===== src/clock_distribution_pkg.sv =====
// Purpose: Shared constants and types for the clock distribution control block.
// Assumes: 200 MHz core clock; register port with 4-bit word addresses.
// Notes: Phase error windows are expressed in core clock cycles.
`default_nettype none
package clock_distribution_pkg;

  // ==========================================================
  // Register offsets
  localparam logic [3:0] REG_CTRL = 4'h0;
  localparam logic [3:0] REG_OUT0 = 4'h1;
  localparam logic [3:0] REG_CAL = 4'h5;
  localparam logic [3:0] REG_STATUS = 4'h6;
  localparam int NUM_OUT = 4;

  // ==========================================================
  // Field positions
  localparam int CTRL_GEN_BIT = 0;
  localparam int CTRL_PD_BIT = 1;
  localparam int CTRL_QR_BIT = 2;
  localparam int CTRL_LMUX_LSB = 4;
  localparam int CTRL_ODIV_LSB = 8;
  localparam int OUT_EN_BIT = 0;
  localparam int OUT_PATH_LSB = 1;
  localparam int OUT_DLY_LSB = 4;
  localparam int OUT_DIV_LSB = 8;
  localparam int CAL_W = 28;

  // ==========================================================
  // Values after reset
  localparam logic GEN_RST = 1'b1;
  localparam logic OUT_EN_RST = 1'b0;
  localparam logic [3:0] ODIV_RST = 4'h2;
  localparam logic [3:0] ODIV_MIN = 4'h2;
  localparam logic [7:0] OUT_DIV_RST = 8'h01;

  // ==========================================================
  // Timing
  localparam int DLY_STEP_PS = 150;
  localparam int DLY_MAX_PS = 2250;
  localparam logic [1:0] SYNC_WAIT = 2'h3;
  localparam logic [2:0] LOCK_COUNT = 3'h5;
  localparam logic [1:0] QR_LAST = 2'h3;
  localparam int CLK_PERIOD_PS = 5000;
  localparam int ENTRY_WIN_PS = 10000;
  localparam int EXIT_WIN_PS = 20000;
  // Windows are longest times, so round down
  localparam logic [7:0] ENTRY_WIN_CYC = 8'(ENTRY_WIN_PS / CLK_PERIOD_PS);
  localparam logic [7:0] EXIT_WIN_CYC = 8'(EXIT_WIN_PS / CLK_PERIOD_PS);

  // ==========================================================
  // Types
  typedef enum logic [1:0] {
    PATH_BYPASS = 2'b00,
    PATH_DIV = 2'b01,
    PATH_DLY = 2'b10,
    PATH_DIV_DLY = 2'b11
  } path_e;

  typedef enum logic [1:0] {
    SY_RUN = 2'b00,
    SY_ENTER = 2'b01,
    SY_HOLD = 2'b10,
    SY_LEAVE = 2'b11
  } sync_e;

  typedef enum logic [1:0] {
    LM_LOW = 2'b00,
    LM_DLD_HI = 2'b01,
    LM_DLD_LO = 2'b10,
    LM_HIGH = 2'b11
  } lmux_e;

  typedef enum logic [1:0] {
    OS_OFF = 2'b00,
    OS_LOW = 2'b01,
    OS_RUN = 2'b10
  } ostate_e;

  typedef struct packed {
    logic en;
    path_e path;
    logic [3:0] dly;
    logic [7:0] div;
  } out_cfg_s;

  typedef struct packed {
    logic gen;
    logic pd;
    logic qr;
    lmux_e lmux;
    logic [3:0] odiv;
  } ctrl_s;

endpackage : clock_distribution_pkg
`default_nettype wire


===== src/clock_distribution_control.sv =====
// Purpose: Digital control of a four-output clock distribution path.
// Assumes: Core clock stands in for the oscillator; the distribution clock
//   is core_clk divided by the oscillator divider value, with values below 2 taken as 2.
// Notes: Analog delay line is steered by delay_code, 150 ps per step.
// Notes on behaviour
// Each output delay programmable in 150 ps steps, 0 to 2250 ps.
// Outputs disabled singly by enable bit, all by global pin or bit.
// Off if enable or global bit zero; low if pin low; else running.
// Divided or even divider: 50% duty; odd bypass: 33, 40, 43%.
// Sync pin low holds divided outputs low; bypassed outputs keep running.
// After sync high, divided outputs rise together, aligned with bypassed.
// Driver holds sync low longer than one distribution clock period.
// Outputs go low, and later rise, on fifth distribution edge.
// Sync completes even if released before outputs went low.
// Sync input defaults high; outputs run when left unconnected.
// Global enable pin defaults high; then bits alone decide.
// Lock pin wired to global pin forces outputs low when unlocked.
// Power-on reset loads every configuration register with default.
// Lock declared after 5 consecutive cycles of error below 10 ns.
// Once locked, window widens to 20 ns for loss of lock.
// Lock pin shows detector only in digital lock modes, either polarity.
// In power-down, lock pin shows the not-locked level.
// Quarter-rate bit divides lock detector comparison rate by 4.
// Every calibration register write starts calibration, even same value.
// System supplies valid reference when calibration register written.
// Before lock, an error at or above window clears the counter.
//
// The implementer's own choices: the address-and-strobe port and the placing of the registers.
`timescale 1ns/1ps
`default_nettype none

module clock_distribution_control #(
  parameter int ADDR_W = 4
) (
  input wire logic core_clk,
  input wire logic nrst,
  input wire logic ce,
  input wire logic [ADDR_W-1:0] addr,
  input wire logic [31:0] wdata,
  input wire logic we,
  input wire logic re,
  output logic [31:0] rdata,
  input wire logic sync_n_pin,
  input wire logic global_enable_pin,
  input wire logic pd_sample,
  input wire logic [7:0] pd_err,
  output logic [3:0] clk_out,
  output logic [7:0] out_state,
  output logic [15:0] delay_code,
  output logic lock_pin,
  output logic cal_start
);

  // ==========================================================
  // State
  typedef struct packed {
    clock_distribution_pkg::ctrl_s ctrl;
    clock_distribution_pkg::out_cfg_s [3:0] oc;
    logic [clock_distribution_pkg::CAL_W-1:0] cal_val;
    logic sync_m;
    logic sync_s;
    logic enpin_m;
    logic enpin_s;
    logic [3:0] ph;
    clock_distribution_pkg::sync_e sy;
    logic [1:0] sy_cnt;
    logic [3:0][7:0] dcnt;
    logic [3:0] dclk;
    logic [1:0] qr_cnt;
    logic [2:0] lk_cnt;
    logic locked;
    logic [3:0] clk_out;
    clock_distribution_pkg::ostate_e [3:0] os;
    logic [3:0][3:0] dly_code;
    logic lock_pin;
    logic cal_start;
    logic [31:0] rdata;
  } st_s;

  st_s st_ff;
  st_s nxt_st;

  // ==========================================================
  // Next state
  always_comb
  begin
    logic [3:0] odv;
    logic dtick;
    logic byp;
    logic hold;
    logic restart;
    logic smp;
    logic lvl;
    logic [7:0] ddiv;
    odv = st_ff.ctrl.odiv;
    dtick = 1'b0;
    byp = 1'b0;
    hold = 1'b0;
    restart = 1'b0;
    smp = 1'b0;
    lvl = 1'b0;
    ddiv = 8'h00;
    nxt_st = st_ff;
    nxt_st.cal_start = 1'b0;
    nxt_st.rdata = 32'h0000_0000;

    // Pins pass two flops before use; reset value 1 mimics the pull-ups
    // sync default high
    nxt_st.sync_m = sync_n_pin;
    nxt_st.sync_s = st_ff.sync_m;
    // enable default high
    nxt_st.enpin_m = global_enable_pin;
    nxt_st.enpin_s = st_ff.enpin_m;

    // ========================================================
    // Register writes
    if (we)
    begin
      if (addr == ADDR_W'(clock_distribution_pkg::REG_CTRL))
      begin
        nxt_st.ctrl.gen = wdata[clock_distribution_pkg::CTRL_GEN_BIT];
        nxt_st.ctrl.pd = wdata[clock_distribution_pkg::CTRL_PD_BIT];
        nxt_st.ctrl.qr = wdata[clock_distribution_pkg::CTRL_QR_BIT];
        nxt_st.ctrl.lmux = clock_distribution_pkg::lmux_e'(
          wdata[clock_distribution_pkg::CTRL_LMUX_LSB +: 2]);
        nxt_st.ctrl.odiv = wdata[clock_distribution_pkg::CTRL_ODIV_LSB +: 4];
      end
      // any write calibrates
      if (addr == ADDR_W'(clock_distribution_pkg::REG_CAL))
      begin
        nxt_st.cal_val = wdata[clock_distribution_pkg::CAL_W-1:0];
        nxt_st.cal_start = 1'b1;
      end
      for (int i = 0; i < clock_distribution_pkg::NUM_OUT; i++)
      begin
        if (addr == ADDR_W'(clock_distribution_pkg::REG_OUT0 + 4'(i)))
        begin
          nxt_st.oc[i].en = wdata[clock_distribution_pkg::OUT_EN_BIT];
          nxt_st.oc[i].path = clock_distribution_pkg::path_e'(
            wdata[clock_distribution_pkg::OUT_PATH_LSB +: 2]);
          nxt_st.oc[i].dly = wdata[clock_distribution_pkg::OUT_DLY_LSB +: 4];
          nxt_st.oc[i].div = wdata[clock_distribution_pkg::OUT_DIV_LSB +: 8];
        end
      end
    end

    // ========================================================
    // Register reads; unmapped addresses read zero
    if (re)
    begin
      if (addr == ADDR_W'(clock_distribution_pkg::REG_CTRL))
      begin
        nxt_st.rdata[clock_distribution_pkg::CTRL_GEN_BIT] = st_ff.ctrl.gen;
        nxt_st.rdata[clock_distribution_pkg::CTRL_PD_BIT] = st_ff.ctrl.pd;
        nxt_st.rdata[clock_distribution_pkg::CTRL_QR_BIT] = st_ff.ctrl.qr;
        nxt_st.rdata[clock_distribution_pkg::CTRL_LMUX_LSB +: 2] = st_ff.ctrl.lmux;
        nxt_st.rdata[clock_distribution_pkg::CTRL_ODIV_LSB +: 4] = st_ff.ctrl.odiv;
      end
      if (addr == ADDR_W'(clock_distribution_pkg::REG_CAL))
      begin
        nxt_st.rdata[clock_distribution_pkg::CAL_W-1:0] = st_ff.cal_val;
      end
      if (addr == ADDR_W'(clock_distribution_pkg::REG_STATUS))
      begin
        nxt_st.rdata[0] = st_ff.locked;
        nxt_st.rdata[2:1] = st_ff.sy;
        nxt_st.rdata[3] = st_ff.sync_s;
        nxt_st.rdata[4] = st_ff.enpin_s;
        nxt_st.rdata[15:8] = st_ff.os;
        nxt_st.rdata[19:16] = st_ff.clk_out;
      end
      for (int i = 0; i < clock_distribution_pkg::NUM_OUT; i++)
      begin
        if (addr == ADDR_W'(clock_distribution_pkg::REG_OUT0 + 4'(i)))
        begin
          nxt_st.rdata[clock_distribution_pkg::OUT_EN_BIT] = st_ff.oc[i].en;
          nxt_st.rdata[clock_distribution_pkg::OUT_PATH_LSB +: 2] = st_ff.oc[i].path;
          nxt_st.rdata[clock_distribution_pkg::OUT_DLY_LSB +: 4] = st_ff.oc[i].dly;
          nxt_st.rdata[clock_distribution_pkg::OUT_DIV_LSB +: 8] = st_ff.oc[i].div;
        end
      end
    end

    // ========================================================
    // Distribution clock from the oscillator divider
    if (odv < clock_distribution_pkg::ODIV_MIN)
    begin
      odv = clock_distribution_pkg::ODIV_MIN;
    end
    dtick = (st_ff.ph == 4'h0);
    nxt_st.ph = (st_ff.ph >= odv - 4'h1) ? 4'h0 : st_ff.ph + 4'h1;
    // bypass duty floor(n/2)/n
    byp = (st_ff.ph < (odv >> 1));

    // ========================================================
    // Sync sequencer, advanced on distribution edges only
    hold = (st_ff.sy == clock_distribution_pkg::SY_HOLD) ||
           (st_ff.sy == clock_distribution_pkg::SY_LEAVE);
    if (dtick)
    begin
      unique case (st_ff.sy)
        clock_distribution_pkg::SY_RUN:
        begin
          // low must span an edge
          if (!st_ff.sync_s)
          begin
            nxt_st.sy = clock_distribution_pkg::SY_ENTER;
            nxt_st.sy_cnt = 2'h0;
          end
        end
        clock_distribution_pkg::SY_ENTER:
        begin
          // finishes despite early release
          // low on fifth edge
          if (st_ff.sy_cnt == clock_distribution_pkg::SYNC_WAIT)
          begin
            nxt_st.sy = clock_distribution_pkg::SY_HOLD;
            hold = 1'b1;
          end
          else
          begin
            nxt_st.sy_cnt = st_ff.sy_cnt + 2'h1;
          end
        end
        clock_distribution_pkg::SY_HOLD:
        begin
          if (st_ff.sync_s)
          begin
            nxt_st.sy = clock_distribution_pkg::SY_LEAVE;
            nxt_st.sy_cnt = 2'h0;
          end
        end
        clock_distribution_pkg::SY_LEAVE:
        begin
          // rise on fifth edge
          if (st_ff.sy_cnt == clock_distribution_pkg::SYNC_WAIT)
          begin
            nxt_st.sy = clock_distribution_pkg::SY_RUN;
            restart = 1'b1;
          end
          else
          begin
            nxt_st.sy_cnt = st_ff.sy_cnt + 2'h1;
          end
        end
      endcase
    end

    // ========================================================
    // Per-output divider, gating and delay
    for (int i = 0; i < clock_distribution_pkg::NUM_OUT; i++)
    begin
      ddiv = (st_ff.oc[i].div == 8'h00) ? 8'h01 : st_ff.oc[i].div;
      // restart all together
      if (restart)
      begin
        nxt_st.dclk[i] = 1'b1;
        nxt_st.dcnt[i] = 8'h00;
      end
      // hold divided low
      else if (hold)
      begin
        nxt_st.dclk[i] = 1'b0;
        nxt_st.dcnt[i] = 8'h00;
      end
      // divided toggles, 50% duty
      else if (dtick)
      begin
        if (st_ff.dcnt[i] >= ddiv - 8'h01)
        begin
          nxt_st.dcnt[i] = 8'h00;
          nxt_st.dclk[i] = ~st_ff.dclk[i];
        end
        else
        begin
          nxt_st.dcnt[i] = st_ff.dcnt[i] + 8'h01;
        end
      end
      // bypass ignores sync
      lvl = (st_ff.oc[i].path == clock_distribution_pkg::PATH_DIV ||
             st_ff.oc[i].path == clock_distribution_pkg::PATH_DIV_DLY) ?
            nxt_st.dclk[i] : byp;
      // single and global disable
      // off, low or running
      if (!st_ff.oc[i].en || !st_ff.ctrl.gen || st_ff.ctrl.pd)
      begin
        nxt_st.os[i] = clock_distribution_pkg::OS_OFF;
        nxt_st.clk_out[i] = 1'b0;
      end
      // unlock via pin forces low
      else if (!st_ff.enpin_s)
      begin
        nxt_st.os[i] = clock_distribution_pkg::OS_LOW;
        nxt_st.clk_out[i] = 1'b0;
      end
      else
      begin
        nxt_st.os[i] = clock_distribution_pkg::OS_RUN;
        nxt_st.clk_out[i] = lvl;
      end
      // full 4-bit code spans 0 to 2250 ps
      nxt_st.dly_code[i] = st_ff.oc[i].dly;
    end

    // ========================================================
    // Digital lock detector
    if (pd_sample)
    begin
      nxt_st.qr_cnt = st_ff.qr_cnt + 2'h1;
    end
    // quarter-rate comparison
    smp = pd_sample && (!st_ff.ctrl.qr || st_ff.qr_cnt == clock_distribution_pkg::QR_LAST);
    if (st_ff.ctrl.pd)
    begin
      nxt_st.locked = 1'b0;
      nxt_st.lk_cnt = 3'h0;
    end
    else if (smp)
    begin
      if (!st_ff.locked)
      begin
        // five good cycles
        if (pd_err < clock_distribution_pkg::ENTRY_WIN_CYC)
        begin
          if (st_ff.lk_cnt == clock_distribution_pkg::LOCK_COUNT - 3'h1)
          begin
            nxt_st.locked = 1'b1;
            nxt_st.lk_cnt = 3'h0;
          end
          else
          begin
            nxt_st.lk_cnt = st_ff.lk_cnt + 3'h1;
          end
        end
        // bad cycle clears count
        else
        begin
          nxt_st.lk_cnt = 3'h0;
        end
      end
      // wider exit window
      else if (pd_err > clock_distribution_pkg::EXIT_WIN_CYC)
      begin
        nxt_st.locked = 1'b0;
      end
    end

    // pin mux and polarity
    // power-down shows unlocked
    unique case (st_ff.ctrl.lmux)
      clock_distribution_pkg::LM_LOW: nxt_st.lock_pin = 1'b0;
      clock_distribution_pkg::LM_DLD_HI: nxt_st.lock_pin = nxt_st.locked;
      clock_distribution_pkg::LM_DLD_LO: nxt_st.lock_pin = ~nxt_st.locked;
      clock_distribution_pkg::LM_HIGH: nxt_st.lock_pin = 1'b1;
    endcase
  end

  // ==========================================================
  // State register
  always_ff @(posedge core_clk)
  begin
    if (!nrst)
    begin
      // defaults on reset
      st_ff <= '0;
      st_ff.ctrl.gen <= clock_distribution_pkg::GEN_RST;
      st_ff.ctrl.odiv <= clock_distribution_pkg::ODIV_RST;
      st_ff.sync_m <= 1'b1;
      st_ff.sync_s <= 1'b1;
      st_ff.enpin_m <= 1'b1;
      st_ff.enpin_s <= 1'b1;
      for (int i = 0; i < clock_distribution_pkg::NUM_OUT; i++)
      begin
        st_ff.oc[i].en <= clock_distribution_pkg::OUT_EN_RST;
        st_ff.oc[i].div <= clock_distribution_pkg::OUT_DIV_RST;
      end
    end
    else if (ce)
    begin
      st_ff <= nxt_st;
    end
  end

  assign rdata = st_ff.rdata;
  assign clk_out = st_ff.clk_out;
  assign out_state = st_ff.os;
  assign delay_code = st_ff.dly_code;
  assign lock_pin = st_ff.lock_pin;
  assign cal_start = st_ff.cal_start;

endmodule : clock_distribution_control

`default_nettype wire


===== config.mk =====
export PLATFORM = sky130hd
export DESIGN_NAME = clock_distribution_control
export DESIGN_NICKNAME = d
export VERILOG_FILES = /design/src/clock_distribution_pkg.sv /design/src/clock_distribution_control.sv
export SDC_FILE = /design/constraint.sdc
export NUM_CORES = 1
export LEC_CHECK = 0
export ABC_AREA = 1
export BUFFER_PORTS_ARGS = -buffer_cell sky130_fd_sc_hd__buf_2
export CAP_MARGIN = 15
export CELL_PAD_IN_SITES_DETAIL_PLACEMENT = 0
export CELL_PAD_IN_SITES_GLOBAL_PLACEMENT = 2
export CORE_MARGIN = 2
export CORE_UTILIZATION = 37
export DETAILED_ROUTE_END_ITERATION = 8
export GPL_TIMING_DRIVEN = 0
export PLACE_DENSITY_LB_ADDON = 0.1
export SKIP_LAST_GASP = 1
export SYNTH_ARGS = -nofsm -noshare
export SYNTH_HDL_FRONTEND = slang
export SYNTH_SLANG_ARGS = --single-unit

===== constraint.sdc =====
create_clock -name core_clk -period 4.9 [get_ports core_clk]
set_input_delay 0.245 -clock core_clk [delete_from_list [all_inputs] [get_ports core_clk]]
set_output_delay 0.245 -clock core_clk [all_outputs]
set_load 0.005 [all_outputs]

# Word level (Yosys, flattened, before mapping)
# Cells that the tools add are included.
[word_totals]
output_inout_bits = 62
regBits = 209
[op_classes]
n_bitwise = 5
reduce_logical = 42
n_mux = 94
n_addsub = 13
n_eq_ne = 28
n_lt_le_gt_ge = 9
[op_table]
columns = ["cell", "count"]
rows = [
  ["8-bit 2-to-1 mux", 20],
  ["12-bit 2-to-1 mux", 5],
  ["28-bit 2-to-1 mux", 2],
  ["1-bit 2-to-1 mux", 40],
  ["8-bit by 1-bit adder with 8-bit output, second input constant", 4],
  ["8-bit greater-or-equal comparator", 4],
  ["8-bit logical NOT", 4],
  ["8-bit by 1-bit subtractor with 8-bit output, second input constant", 4],
  ["4-bit 2-to-1 mux", 7],
  ["3-bit 2-to-1 mux", 8],
  ["3-bit AND reduction", 7],
  ["2-bit == test, second input constant", 10],
  ["2-bit 2-to-1 mux", 9],
  ["4-bit case mux with 4 select lines", 1],
  ["1-bit logical OR", 14],
  ["2-bit by 1-bit == test with 1-bit output, second input constant", 6],
  ["4-bit by 3-bit == test with 1-bit output, second input constant", 3],
  ["4-bit by 2-bit == test with 1-bit output, second input constant", 2],
  ["8-bit by 3-bit > comparator with 1-bit output, second input constant", 1],
  ["4-bit logical NOT", 2],
  ["8-bit by 2-bit less-than comparator with 1-bit output, second input constant", 1],
  ["1-bit logical NOT", 6],
  ["2-bit inequality test, second input constant", 3],
  ["6-bit AND reduction", 1],
  ["other kinds (19)", 27],
]

# Longest topological paths before layout
[logic_depth]
depth_word = 11
mapped_depth = 21
mapped_depth_nobuf = 21

# Least setup slack after synthesis
# OpenSTA, ideal clock, no wires.
[synth_path]
path_type = "register -> register"
startpoint = "reg st_ff[179] in the netlist's numbering"
endpoint = "reg st_ff[95] in the netlist's numbering"
t_arrival_ps = 2465
required_ps = 4769
path_slack_ps = 2304
period_less_slack_ps = 2596
path_buffers = 0
path_stages_with_launch = 16
cell_sequence = "dfxtp_1 inv_1 a41oi_1 ha_1 nand3_1 nor3_1 xor2_1 inv_1 ha_1 nand2_1 nor2_1 nand4_1 nand3_1 nor2_1 o21ai_1 nor2_1"
[synth_between]
elab_chain_cells = 8
[synth_lines]
columns = ["element", "line_no", "source"]
rows = [
  ["from (decl)", "clock_distribution_control.sv:80", "st_s st_ff;"],
  ["from (signal assigned)", "clock_distribution_control.sv:380", "st_ff <= nxt_st;"],
  ["8-bit logical NOT", "clock_distribution_control.sv:253", "ddiv = (st_ff.oc[i].div == 8'h00) ? 8'h01 : st_ff.oc[i].div;"],
  ["8-bit 2-to-1 mux (*)", "clock_distribution_control.sv:253", ""],
  ["8-bit by 1-bit subtractor with 8-bit output (*)", "clock_distribution_control.sv:269", "if (st_ff.dcnt[i] >= ddiv - 8'h01)"],
  ["8-bit greater-or-equal comparator (*)", "clock_distribution_control.sv:269", ""],
  ["8-bit 2-to-1 mux (*)", "clock_distribution_control.sv:269", ""],
  ["8-bit 2-to-1 mux (*)", "clock_distribution_control.sv:267", "else if (dtick)"],
  ["8-bit 2-to-1 mux (*)", "clock_distribution_control.sv:261", "else if (hold)"],
  ["8-bit 2-to-1 mux (*)", "clock_distribution_control.sv:255", "if (restart)"],
]
# Every way passes the cells marked *; elsewhere a longest branch is shown, timed or not. The select of a mux whose other input is x is not followed.
# A chain may end at the register's enable or synchronous reset.

# Worst setup path in the final report
[layout_path]
startpoint = "reg st_ff[180] in the netlist's numbering"
endpoint = "reg st_ff[89] in the netlist's numbering"
# Same word-level chain as after synthesis.

==> flow_summary.json <==
{
  "status": "finished clean",
  "numCtsBuffers": 26,
  "netlist_area_um2": 10830,
  "power_frac_comb_pct": 11.4,
  "cpMostUsedCell": "nor2_1",
  "yosysTopAreaCell": "dfxtp_1",
  "dpl.hpwl_um": 27500,
  "antennaDiodeCount": 0,
  "first_iter_violations": 780,
  "hold_violations": 0,
  "io_pins": 114,
  "critPathLaunchType": "flop",
  "cts_resized": 0,
  "vdd_drop_max_mv": 0.2506,
  "critPathBufInv": 1,
  "clk_path_buf_depth": 3,
  "synth.distinct_cells": 54,
  "wl_um": 36020,
  "vias_per_cell": 4.992,
  "leakagePower_nw": 5.613,
  "top_layer_used": "met4",
  "place_inst": 1931,
  "final.fill_count": 3005,
  "wl_met2_um": 15400,
  "clk_latency_ns": 0.53,
  "critPathRequiredTime_ns": 5.29,
  "drt_pass1_iterations": 5,
  "m1WireLength_um": 17790,
  "drv_cap": 0,
  "tritoncts": "done",
  "hp-class": "in -> reg",
  "yosysTopAreaCellShare_pct": 38.62,
  "ys_async_sr_fraction_pct": 0,
  "grt_pass1_wl_um": 55420,
  "finalWeightedCongestion": 0.8666,
  "syn_area_per_cell_um2": 7.529,
  "end_kind": "flop",
  "period_minus_slack_ns": 3.436,
  "portBuffers": 105,
  "clockPowerShare_pct": 47.3,
  "antenna_found_initial": 0,
  "grt_pass1_vias": 9282,
  "ys_seq_elements": 209,
  "die_x_um": 175.1,
  "power.net_switching_mw": 1.149,
  "cp_cell_sequence": "nor2_1 -> a41oi_1 -> ha_1 -> nand3_1 -> nor3_1 -> xor2_1 -> inv_1 -> ha_1 -> nand2_1 -> nor2_1 -> nand4_1 -> nand3_1 -> nor2_1 -> o21ai_1 -> nor3_1",
  "finalSetupViolCount": 0,
  "cts_root_buf": "clkbuf_16",
  "cp_max_fo": 7,
  "max_slew.worst_pin.slew_ns": 0.8071,
  "cts_sinks": 209,
  "slew_headroom_pct": 46.20,
  "dr_wl_met3_um": 2278,
  "layout.cells.non_filler": 1995,
  "grt.total_usage_pct": 23.40,
  "timing.setup.tns_ns": 0,
  "clk_pin_slew_worst_paths_ns": 0.06,
  "ys_seq_area_share_pct": 38.62,
  "dr_total_vias": 9959,
  "power_frac_seq_pct": 41.4,
  "start_util_pct": 37.64,
  "fp.dieH_um": 175.1,
  "timing.fmax_mhz": 291.0,
  "num_rows": 62,
  "final_core_util_pct": 44.90,
  "critPathSlowestCell": "o21ai_1",
  "power.internal_mw": 3.166,
  "rsz0062_at_grt": "no",
  "slowest_delay_ns": 0.46,
  "die_area_um2": 30670,
  "period_share_pct": 70.13,
  "ys.flop_type": "dfxtp_1",
  "h-tree-depth": 1,
  "netSwitchingFraction_pct": 26.63,
  "core_um2": 28780,
  "antenna_left": 0,
  "synth_edf_count": 0,
  "synth_area_leaders": "dfxtp_1 (39%), nand2_1 (7.8%), a21oi_1 (7.1%)",
  "layout.nets": 1699,
  "synthCells": 1439,
  "grt_max_degree": 13,
  "detail_route.wl_per_cell_um": 18.06,
  "slew_viol_final": 0,
  "drt_drc_violations_left": 0,
  "areaGrowthSynthToFinish_pct": 19.29,
  "ys.warnings.count": 0,
  "cp_top_family": "simple AND/OR/NAND/NOR gates",
  "grt-ovfl-total": 0,
  "worstSetupPathType": "reg -> reg",
  "arrival_ns": 3.83,
  "final_layout_size_suffix_gt1_share_pct": 18.00,
  "fin_skew_ns": 0.008916,
  "p_per_area_nw_per_um2": 333.9
}
[cells by family after synthesis]
group	count (synthesis)	share of synthesized area, %
AO/OA/AOI/OAI	355	18.54
other	1	0.03461
AND/OR/NAND/NOR	509	20.81
adder cells (fa/ha/maj)	56	6.467
flip-flops	209	38.62
buffers and inverters	271	12.46
XOR/XNOR	38	3.072
[area by class of cell]
class / count / area, um^2 / area share, %
Timing Repair Buffer: 121 / 685.7 / 5.305
Sequential cell: 209 / 4184 / 32.37
Buffer: 119 / 772.0 / 5.973
Clock inverter: 17 / 191.4 / 1.481
Tap cell: 384 / 480.5 / 3.718
Multi-Input combinational cell: 962 / 5311 / 41.10
Clock buffer: 31 / 720.7 / 5.577
Inverter: 152 / 578.1 / 4.473
[what timing repair did]
action                    CTS  global route
hold endpoints to repair   16             0
buffers inserted            0             0
hold buffers               16             0
[cell usage in the layout (no fill, tap or decap), drive strengths merged, types with 3 or more instances in the layout]
cell | Yosys | layout
o31ai | 3 | 3
o21a | 3 | 3
dfxtp | 209 | 209
ha | 56 | 56
nand4 | 16 | 16
xnor2 | 6 | 6
o211ai | 16 | 16
nor4 | 3 | 3
o21bai | 5 | 5
xor2 | 32 | 32
a21o | 4 | 4
a211oi | 4 | 4
dlygate4sd3 | 0 | 16
buf | 91 | 196
o21ai | 141 | 141
nor3b | 3 | 3
nor2 | 144 | 144
inv | 150 | 150
nand3b | 3 | 3
a21oi | 156 | 156
clkbuf | 28 | 59
bufinv | 0 | 4
nand3 | 82 | 82
clkinv | 2 | 14
conb | 1 | 4
o221ai | 6 | 6
nand2 | 233 | 233
nor3 | 22 | 22
a221oi | 6 | 6
[power groups by stage]
stage | sequential, mW | combinational (mW) | clock, mW
finish | 1.78 | 0.490 | 2.04
global route | 1.79 | 0.549 | 2.15
CTS | 1.78 | 0.492 | 2.07
detailed placement | 1.82 | 0.480 | 0
global placement | 1.82 | 0.477 | 0
floorplan | 1.81 | 0.305 | 0
[synth_stat cells (9+ instances only)]
cell and instances:
nor2_1 134, o21ai_1 28, xor2_1 32, nand3_1 81, inv_2 9, dfxtp_1 209, nand4_1 16, a21oi_1 153
buf_4 63, inv_1 138, ha_1 56, nand2_1 224, o21ai_0 111, nor3_1 22, buf_2 17, clkbuf_1 25
[tightest hold or removal path: cells and delay by family]
kind	cells	cell delay [ns]
simple gates	2	0.13
buf+inv	1	0.13
[sequential cells by signal, indices dropped and copies added, names as in the netlist]
signal      cells
st_ff         133
rdata          28
nxt_st         18
delay_code     16
out_state       8
clk_out         4
cal_start       1
lock_pin        1
[path summary, 6_finish.rpt]
check / start / cells past startpoint / to / slack [ns]
hold reg to reg: st_ff[187] / 2 / st_ff[187] / 0.45
setup / recovery: st_ff[180] / 15 / st_ff[89] / 1.46
hold / removal: wdata[7] / 3 / nxt_st[37] / 0.02
setup reg to reg: st_ff[180] / 15 / st_ff[89] / 1.46
[metal layers]
metal | GRT usage, % | vias up
met3 | 3.481 | 32
met2 | 35.93 | 270
met5 | 0 | -
li1 | - | 5036
met4 | 4.340 | 0
met1 | 34.81 | 4621
[metrics by stage]
step                      instance area, um^2  total power, mW  hold WS [ns]  setup WS (ns)
final                                   12920            4.315       0.01945          1.464
after CTS                               12920            4.350      0.007250          1.476
after detailed placement                11850            2.302        0.4432          1.480
after floorplan                         10850            2.114        0.3713          2.304
after global placement                  11850            2.299        0.4374          1.485
after global routing                    12920            4.489       0.04237          1.051
Note: power is estimated with default switching activity, not from simulation.
